[config.mk]
export PLATFORM = sky130hd
export DESIGN_NAME = flash_read_master
export DESIGN_NICKNAME = d
export VERILOG_FILES = /design/src/core/sync_2ff.v /design/src/core/flash_read_master.v
export VERILOG_INCLUDE_DIRS = /design/src /design/src/core
export SDC_FILE = /design/constraint.sdc
export NUM_CORES = 1
export LEC_CHECK = 0
export ABC_CLOCK_PERIOD_IN_PS = 4300
export BUFFER_PORTS_ARGS = -buffer_cell sky130_fd_sc_hd__clkbuf_2
export CAP_MARGIN = 20
export CORE_MARGIN = 1.5
export CORE_UTILIZATION = 55
export CTS_BUF_LIST = sky130_fd_sc_hd__clkbuf_8
export CTS_CLUSTER_SIZE = 14
export DETAILED_ROUTE_END_ITERATION = 10
export PLACE_DENSITY = 0.79
export SYNTH_ARGS = -nofsm -noshare
export SYNTH_HDL_FRONTEND = slang
export SYNTH_HIERARCHICAL = 1
export SYNTH_SLANG_ARGS = --single-unit
[constraint.sdc]
create_clock -name ref_clk -period 4.3 [get_ports ref_clk]
set_input_delay 0.645 -clock ref_clk [delete_from_list [all_inputs] [get_ports ref_clk]]
set_output_delay 0.645 -clock ref_clk [all_outputs]
set_load 0.01 [all_outputs]
[src/core/flash_read_regs.vh]
// constants for the serial flash read master
`ifndef FLASH_READ_REGS_VH
`define FLASH_READ_REGS_VH

`define ST_IDLE        3'h0
`define ST_LEAD        3'h1
`define ST_CMD         3'h2
`define ST_READ        3'h3
`define ST_TAIL        3'h4

`define MODE_3PIN      2'h0
`define MODE_4PIN      2'h1
`define MODE_DUAL      2'h2
`define MODE_QUAD      2'h3

`define CMD_BITS       6'h20
`define TAIL_PERIODS   2'h2
`define MIN_PERIOD     9'h002
`define READ_CMD_RST   8'h03

`endif

[src/core/sync_2ff.v]
// two flip-flop synchroniser, one per bit
module sync_2ff #(
    parameter WIDTH = 4
) (
    input  wire             ref_clk,
    input  wire             rst,
    input  wire [WIDTH-1:0] async_in,
    output wire [WIDTH-1:0] sync_out
);
    genvar i;
    generate
        for (i = 0; i < WIDTH; i = i + 1) begin : g_bit
            reg meta_reg;
            reg stable_reg;
            always @(posedge ref_clk) begin
                if (rst) begin
                    meta_reg   <= 1'b0;
                    stable_reg <= 1'b0;
                end else begin
                    meta_reg   <= async_in[i];
                    stable_reg <= meta_reg;
                end
            end
            assign sync_out[i] = stable_reg;
        end
    endgenerate
endmodule // sync_2ff

[src/core/flash_read_master.v]
// serial flash read master: mode 0 clock, 1/2/4 line reads, word and frame events
`include "flash_read_regs.vh"
module flash_read_master (
    input  wire         ref_clk,
    input  wire         rst,
    input  wire         mm_req,
    input  wire [23:0]  mm_addr,
    input  wire [7:0]   read_cmd,
    input  wire [1:0]   lane_mode,
    input  wire [7:0]   clock_divide_factor,
    input  wire [6:0]   word_len_m1,
    input  wire [11:0]  word_count_m1,
    input  wire [1:0]   cs_to_data_delay_field,
    input  wire         word_irq_en,
    input  wire         frame_irq_en,
    input  wire [3:0]   d_in,
    output reg          sclk,
    output reg          cs_n,
    output reg  [3:0]   d_out,
    output reg  [3:0]   d_oe,
    output reg  [127:0] rdata,
    output reg          rdata_valid,
    output reg          word_irq,
    output reg          frame_irq,
    output reg          busy
);
    wire [3:0]   d_sync;
    reg  [2:0]   state_reg;
    reg  [8:0]   ph_reg;
    reg  [8:0]   period_reg;
    reg  [8:0]   hi_reg;
    reg  [1:0]   lead_cnt_reg;
    reg  [1:0]   tail_cnt_reg;
    reg  [5:0]   cmd_cnt_reg;
    reg  [31:0]  cmd_sh_reg;
    reg  [127:0] shift_reg;
    reg  [7:0]   bit_cnt_reg;
    reg  [12:0]  word_cnt_reg;
    reg  [1:0]   mode_reg;
    reg  [6:0]   len_reg;
    reg  [11:0]  count_reg;
    reg  [1:0]   dly_reg;
    reg          wirq_en_reg;
    reg          firq_en_reg;

    reg  [127:0] shift_next;
    reg  [7:0]   bits_next;
    reg  [3:0]   lanes_n;

    wire wrap      = (ph_reg == period_reg - 9'h001);
    wire fall_tick = (ph_reg == hi_reg);
    wire [8:0] ph_inc = wrap ? 9'h000 : ph_reg + 9'h001;

    // clock period in ref cycles for a divide factor
    function [8:0] period_of;
        input [7:0] f;
        begin
            if (f == 8'h00)
                period_of = `MIN_PERIOD;
            else
                period_of = {1'b0, f} + 9'h001;
        end
    endfunction

    // high time: half for zero/odd, f/2 for even
    function [8:0] high_of;
        input [7:0] f;
        begin
            if (f == 8'h00)
                high_of = 9'h001;
            else if (f[0])
                high_of = ({1'b0, f} + 9'h001) >> 1;
            else
                high_of = {2'b00, f[7:1]};
        end
    endfunction

    sync_2ff #(.WIDTH(4)) u_din_sync (
        .ref_clk  (ref_clk),
        .rst      (rst),
        .async_in (d_in),
        .sync_out (d_sync)
    );

    // gather the bits of one falling edge per lane mode
    always @* begin
        lanes_n    = 4'h1;
        shift_next = shift_reg;
        case (mode_reg)
            `MODE_3PIN: begin
                shift_next = {shift_reg[126:0], d_sync[0]};
            end
            `MODE_4PIN: begin
                shift_next = {shift_reg[126:0], d_sync[1]};
            end
            `MODE_DUAL: begin
                lanes_n    = 4'h2;
                shift_next = {shift_reg[125:0], d_sync[1:0]};
            end
            `MODE_QUAD: begin
                lanes_n    = 4'h4;
                shift_next = {shift_reg[123:0], d_sync[3:0]};
            end
            default: begin
                shift_next = shift_reg;
            end
        endcase
        bits_next = bit_cnt_reg + {4'h0, lanes_n};
    end

    always @(posedge ref_clk) begin
        if (rst) begin
            state_reg    <= `ST_IDLE;
            ph_reg       <= 9'h000;
            period_reg   <= `MIN_PERIOD;
            hi_reg       <= 9'h001;
            lead_cnt_reg <= 2'h0;
            tail_cnt_reg <= 2'h0;
            cmd_cnt_reg  <= 6'h00;
            cmd_sh_reg   <= 32'h00000000;
            shift_reg    <= 128'h0;
            bit_cnt_reg  <= 8'h00;
            word_cnt_reg <= 13'h0000;
            mode_reg     <= `MODE_3PIN;
            len_reg      <= 7'h00;
            count_reg    <= 12'h000;
            dly_reg      <= 2'h0;
            wirq_en_reg  <= 1'b0;
            firq_en_reg  <= 1'b0;
            sclk         <= 1'b0;
            cs_n         <= 1'b1;
            d_out        <= 4'h0;
            d_oe         <= 4'h0;
            rdata        <= 128'h0;
            rdata_valid  <= 1'b0;
            word_irq     <= 1'b0;
            frame_irq    <= 1'b0;
            busy         <= 1'b0;
        end else begin
            rdata_valid <= 1'b0;
            word_irq    <= 1'b0;
            frame_irq   <= 1'b0;
            case (state_reg)
                `ST_IDLE: begin
                    sclk  <= 1'b0;
                    cs_n  <= 1'b1;
                    d_oe  <= 4'h0;
                    busy  <= 1'b0;
                    if (mm_req) begin
                        mode_reg     <= lane_mode;
                        len_reg      <= word_len_m1;
                        count_reg    <= word_count_m1;
                        dly_reg      <= cs_to_data_delay_field;
                        wirq_en_reg  <= word_irq_en;
                        firq_en_reg  <= frame_irq_en;
                        period_reg   <= period_of(clock_divide_factor);
                        hi_reg       <= high_of(clock_divide_factor);
                        ph_reg       <= high_of(clock_divide_factor);
                        cmd_sh_reg   <= {read_cmd, mm_addr};
                        lead_cnt_reg <= 2'h0;
                        cmd_cnt_reg  <= 6'h00;
                        bit_cnt_reg  <= 8'h00;
                        word_cnt_reg <= 13'h0000;
                        shift_reg    <= 128'h0;
                        d_out[0]     <= read_cmd[7];
                        d_oe[0]      <= 1'b1;
                        busy         <= 1'b1;
                        state_reg    <= `ST_LEAD;
                    end
                end
                `ST_LEAD: begin
                    sclk   <= 1'b0;
                    // select drops one cycle after the take to match the registered sclk lag
                    cs_n   <= 1'b0;
                    ph_reg <= ph_inc;
                    // in dual and quad, one period before the first fall, hold lines 1..3 high
                    if (lead_cnt_reg == dly_reg && fall_tick && mode_reg[1]) begin
                        d_out[3:1] <= 3'h7;
                        d_oe[3:1]  <= 3'h7;
                    end
                    if (wrap) begin
                        if (lead_cnt_reg == dly_reg)
                            state_reg <= `ST_CMD;
                        else
                            lead_cnt_reg <= lead_cnt_reg + 2'h1;
                    end
                end
                `ST_CMD: begin
                    ph_reg <= ph_inc;
                    sclk   <= (ph_reg < hi_reg);
                    if (fall_tick) begin
                        cmd_sh_reg <= {cmd_sh_reg[30:0], 1'b0};
                        if (cmd_cnt_reg == `CMD_BITS - 6'h01) begin
                            d_oe      <= 4'h0;
                            d_out     <= 4'h0;
                            state_reg <= `ST_READ;
                        end else begin
                            cmd_cnt_reg <= cmd_cnt_reg + 6'h01;
                            d_out[0]    <= cmd_sh_reg[30];
                        end
                    end
                end
                `ST_READ: begin
                    ph_reg <= ph_inc;
                    sclk   <= (ph_reg < hi_reg);
                    if (fall_tick) begin
                        shift_reg <= shift_next;
                        if (bits_next >= {1'b0, len_reg} + 8'h01) begin
                            bit_cnt_reg <= 8'h00;
                            rdata       <= shift_next;
                            rdata_valid <= 1'b1;
                            word_irq    <= wirq_en_reg;
                            if (word_cnt_reg == {1'b0, count_reg}) begin
                                frame_irq    <= firq_en_reg;
                                tail_cnt_reg <= 2'h0;
                                state_reg    <= `ST_TAIL;
                            end else begin
                                word_cnt_reg <= word_cnt_reg + 13'h0001;
                            end
                        end else begin
                            bit_cnt_reg <= bits_next;
                        end
                    end
                end
                `ST_TAIL: begin
                    ph_reg <= ph_inc;
                    sclk   <= 1'b0;
                    if (fall_tick) begin
                        if (tail_cnt_reg == `TAIL_PERIODS - 2'h1) begin
                            cs_n      <= 1'b1;
                            busy      <= 1'b0;
                            ph_reg    <= 9'h000;
                            state_reg <= `ST_IDLE;
                        end else begin
                            tail_cnt_reg <= tail_cnt_reg + 2'h1;
                        end
                    end
                end
                default: begin
                    state_reg <= `ST_IDLE;
                end
            endcase
        end
    end
endmodule // flash_read_master

# Yosys cells after proc, flatten, opt, wreduce, memory -nomap -nowiden

Cells that the tools add are included.

Output and inout port bits: 142
Logic and storage cells: 185
Input bits: 72
Flip-flop bits (word level): 394

Add/sub/neg operators: 9
Eq/ne operators: 28
Muxes and demuxes: 70
Bitwise logic cells: 4
Reduce and logical (&&, ||, !) cells: 36
Magnitude comparators: 2

Operators by type and width:

| cell                    | count |
|---|---|
| $pmux W128 S4           | 1 |
| $mux W127               | 2 |
| $pmux W127 S2           | 1 |
| $mux W31                | 2 |
| $pmux W31 S2            | 1 |
| $mux W9                 | 6 |
| $mux W13                | 4 |
| $mux W3                 | 12 |
| $mux W8                 | 4 |
| $ne A2 B2 Y1 const B    | 15 |
| $pmux W9 S3             | 1 |
| $pmux W13 S2            | 1 |
| $eq A9 B9 Y1            | 2 |
| $mux W6                 | 3 |
| $reduce_and A3 Y1       | 6 |
| $mux W2                 | 8 |
| $pmux W8 S2             | 1 |
| $reduce_and A4 Y1       | 4 |
| $pmux W3 S5             | 1 |
| $reduce_bool A2 Y1      | 7 |
| $add A13 B1 Y13 const B | 1 |
| $eq A13 B12 Y1          | 1 |
| $mux W4                 | 3 |
| $pmux W3 S2             | 2 |
| 36 further kinds        | 60 |

# Longest topological paths before layout

Word-level depth: 7
Depth in mapped cells: 20

# Modules after synthesis

The synthesis kept the hierarchy.

Modules (own cells, without submodules):

| module            | area an instance (um2) | cells an instance | times used | sequential area each (um2) |
|---|---|---|---|---|
| flash_read_master | 18282.5                | 2373              | 1          | 7607.3 |
| sync_2ff          | 240.2                  | 20                | 1          | 160.2 |

# Worst setup path after synthesis

OpenSTA, ideal clock, no wires.

Path kind: reg-to-reg
Start: reg mode_reg[0]
End: reg rdata[75]
Data required time: 4230 ps
Data arrival time: 4170 ps
Clock period less this slack: 4241 ps
Buffers on the path: 5
Stages on the path, launching flop included: 20
Setup slack: 59 ps
Cell sequence: dfxtp_1 > clkbuf_1 > clkbuf_1 > clkbuf_1 > nor2_1 > ha_1 > a21o_1 > maj3_1 > and3_1 > nand3_1 > xnor2_1 > ha_1 > a21oi_1 > o21ai_0 > a21o_1 > nand2_1 > clkbuf_1 > clkbuf_1 > nand2_1 > a21oi_1

Longest elaborated chain between the ends: 5

RTL lines:

| element                            | line                    | text |
|---|---|---|
| start, declared                    | flash_read_master.v:39  | `reg [1:0] mode_reg;` |
| start signal, assigned             | flash_read_master.v:124 | `` mode_reg <= `MODE_3PIN; `` |
| start signal, assigned             | flash_read_master.v:150 | `mode_reg <= lane_mode;` |
| $eq A2 B2 Y1                       | flash_read_master.v:89  | `case (mode_reg)` |
| $pmux W3 S2                        | flash_read_master.v:89  |  |
| $add A8 B4 Y8                      | flash_read_master.v:108 | `bits_next = bit_cnt_reg + {4'h0, lanes_n};` |
| $ge A8 B8 Y1                       | flash_read_master.v:208 | `if (bits_next >= {1'b0, len_reg} + 8'h01) begin` |
| $reduce_and A3 Y1 (no source line) | n/a                     |  |
| end signal, assigned               | flash_read_master.v:210 | `rdata <= shift_next;` |
| end, declared                      | flash_read_master.v:21  | `output reg [127:0] rdata,` |

Parallel ways exist; a longest one is shown, timed or not.
A chain may end at the register's enable or synchronous reset.

# Worst setup path in the final report

Start: reg mode_reg[1]
End: reg rdata[110]

Same word-level chain as after synthesis.

==> summary.md <==
| Metric | Value |
|---|---|
| DP Area | `0.0196 mm²` |
| Worst Setup Path Type | `register to register` |
| Status | `completed` |
| Vias in the first global route | `16200` |
| Max FO, Critical Path | `77` |
| Die width | `187 µm` |
| Critical Path Max Stage Delay | `0.41 ns` |
| Detailed-route DRC error count | `0` |
| Worst-path clk slew | `0.06 ns` |
| CP Cell Sequence | `inv_1 -> nor2_1 -> ha_1 -> a21o_1 -> maj3_1 -> and3_1 -> nand3_1 -> xnor2_1 -> ha_1 -> nand2_1 -> o21ai_0 -> a21o_1 -> and2_4 -> buf_12 -> o211ai_1 -> a21oi_1` |
| Setup Skew | `0.0212 ns` |
| Sequential power share | `0.471` |
| Post-synth ARST share | `0` |
| CTS Root Cell | `clkbuf_8` |
| Net Sw Frac | `0.265` |
| Max_cap viols | `0` |
| Total CTS buffers | `67` |
| Startpoint class of the critical path | `register` |
| # port buffers | `213` |
| EDFF count, synth | `0` |
| Prevailing post-synth register cell | `dfxtp_1` |
| Gate Count Post-Synth | `2393` |
| All-layer global routing usage | `0.264` |
| Rel. slew slack | `0.314` |
| Synth Net Count | `2492` |
| Final Cycle Share | `0.898` |
| Leak pwr | `8.19 nW` |
| Deepest clock path buffer count | `3` |
| Final instance area | `0.0210 mm²` |
| Final Power | `7.95 mW` |
| Crit path DAT | `4.37 ns` |
| Post-CTS Hold Buffers | `0` |
| Distinct cell type count after synthesis | `61` |
| Clock Power Share | `0.429` |
| Via count | `17300` |
| Most common cell after layout, fill and taps aside | `nand2_1` |
| Final ANT Viol Nets | `0` |
| Antenna Cells | `0` |
| Layout cells sized above 1 | `0.143` |
| Avg Inst Size Synth | `7.74 µm²` |
| #FFs+latches synth | `388` |
| Area occupied by multi-input gates | `0.00989 mm²` |
| Seq/Total Area, Yosys | `0.419` |
| Total Wirelength | `47200 µm` |
| Fin. max-slew vios | `0` |
| Row cnt | `67` |
| Initial DRC count | `1354` |
| Number of flip-flops in the largest register | `128` |
| Least-Margin Pin Slew | `1.03 ns` |
| Final hold violations | `0` |
| Seq. cell area | `0.00777 mm²` |
| Post-CTS Setup Inserts | `0` |
| RSZ-0062 raised after global routing | `no` |
| Final #Nets | `2585` |
| CP delay by family, top | `simple AND/OR/NAND/NOR gates` |
| Clock sink count | `388` |
| Most frequent cells in the layout | `nand2_1 (433), dfxtp_1 (386), a21oi_1 (322)` |
| Synthesis-to-layout area growth | `13.4%` |
| Pwr dens | `378 mW/mm²` |
| Clk_lat worst skew | `0.61 ns` |
| Die Area | `0.0348 mm²` |
| First-pass GRT wire length | `78300 µm` |
| Worst EP required | `4.81 ns` |
| Largest net degree at the start of global routing | `191` |
| Slowest cell on the critical path | `maj3_1` |
| TritonCTS clock tree | `yes` |
| Vias per cell | `5.81` |
| Final setup viols | `0` |
| Post_cts resized | `0` |
| Flop2flop setup slack | `0.44 ns` |
| I/O pin total | `214` |
| YS warnings | `6` |
| Final Wtd Congestion | `0.866` |
| Core Area | `0.0334 mm²` |
| Power Internal | `5.84 mW` |
| Fillers | `2970` |
| CTS H-Tree Depth | `3` |
| Mapped Area | `0.0185 mm²` |
| Peak supply drop | `0.253 mV` |
| Wire length per cell | `15.8 µm` |
| GRT overflow | `0` |
| Initial core utilization | `0.555` |
| Initial antenna violation count | `1` |
| WP buf/inv | `2` |
| Switching power | `2.10 mW` |
| Min Tclk post-route | `3.86 ns` |
| Fmax | `0.259 GHz` |
| First-pass DRT Iterations | `6` |
| Comb pwr share | `0.099` |
| Crit end category | `register` |
| Final setup TNS | `0 ns` |
| Die height | `187 µm` |
| Hold Path Class | `input pin to register` |
| Dpl hpwl | `29300 µm` |
-- worst paths after layout --
kind,endpoint,from,depth (start not counted)
worst max register to register,rdata[110],mode_reg[1],16
worst min-delay path,len_reg[3],word_len_m1[3],3
worst max-delay path,rdata[110],mode_reg[1],16
worst min register to register,u_din_sync/g_bit[0].stable_reg,u_din_sync/g_bit[0].meta_reg,1
-- cells in the mapped netlist, types with 3 or more instances --
cell       instances  area [µm²]
xor2_1            29         254
o211ai_1          25         188
inv_1             23        86.3
a311oi_1          32         280
dfxtp_1          388        7770
nand2b_1           6        37.5
nor2_1           294        1100
a21boi_0           4        30.0
nor4_1             8        50.1
o21ai_0           36         180
nand3_1           20         100
or3_1             12        75.1
nand3b_1           4        30.0
ha_1              26         325
buf_1             16        60.1
a21oi_1          322        1610
nand4_1           13        81.3
a211oi_1          13        97.6
xnor2_1           21         184
or2_2              3        18.8
nor2b_1           13        81.3
o31a_1             3        26.3
buf_4              8        60.1
o2111ai_1         22         193
and2_1             4        25.0
nor3_1            23         115
nand2_1          437        1640
and3_1           114         713
a21o_1             3        22.5
mux2i_1          128        1280
a31oi_1          110         688
a22oi_1            3        22.5
or4_1              4        30.0
clkbuf_1         190         713
-- cells by family (layout without fill, tap and decap cells) --
kind of cell               after synthesis  after routing  share of synthesized area
DFF                                    388            388                      0.419
xor gates and xnor gates                50             50                     0.0236
and+or+nand+nor                        965            965                      0.226
adders and majority gates               29             29                     0.0197
buffers and inverters                  237            377                     0.0496
muxes                                  130            130                     0.0704
AOI/OAI and AO/OA                      594            594                      0.191
-- per-stage QoR --
stage	util	hold WS (ns)	cells	setup WS, ns
2_1_floorplan	-	0.414	2393	0.0593
3_3_place_gp	0.589	0.427	2865	0.581
3_5_place_dp	0.589	0.432	2865	0.500
4_1_cts	0.630	0.233	2981	0.468
5_1_grt	0.630	0.240	2981	0.183
6_report	0.630	0.263	2981	0.440
-- cell type report --
type,instances,share of cell area
Sequential cell,388,0.370
Inverter,23,0.00411
Clock buffer,89,0.0583
Multi-Input combinational cell,1768,0.471
Tap cell,448,0.0267
Clock inverter,27,0.00691
Timing Repair Buffer,238,0.0631
-- routing by layer --
metal | GRT usage | part of all wire
met5 | 0 | 0.00038
met4 | 0.121 | 0.037
met3 | 0.0425 | 0.049
met2 | 0.433 | 0.47
met1 | 0.342 | 0.45
-- power by group through the flow --
| stage | Sequential, mW | Combinational [mW] | Clock, mW |
|---|---|---|---|
| floorplan | 3.79 | 0.603 | 0 |
| global placement | 3.82 | 0.757 | 0 |
| detailed placement | 3.82 | 0.775 | 0 |
| CTS | 3.74 | 0.779 | 3.47 |
| global route | 3.75 | 0.872 | 3.65 |
| finish | 3.75 | 0.789 | 3.41 |
-- tightest hold or removal path: cells and delay by family --
family	cells	cell delay, ns
AO/OA/AOI/OAI	1	0.05
buffers and inverters	1	0.08
AND/OR/NAND/NOR	1	0.05
(Power assumes the default switching activity.)
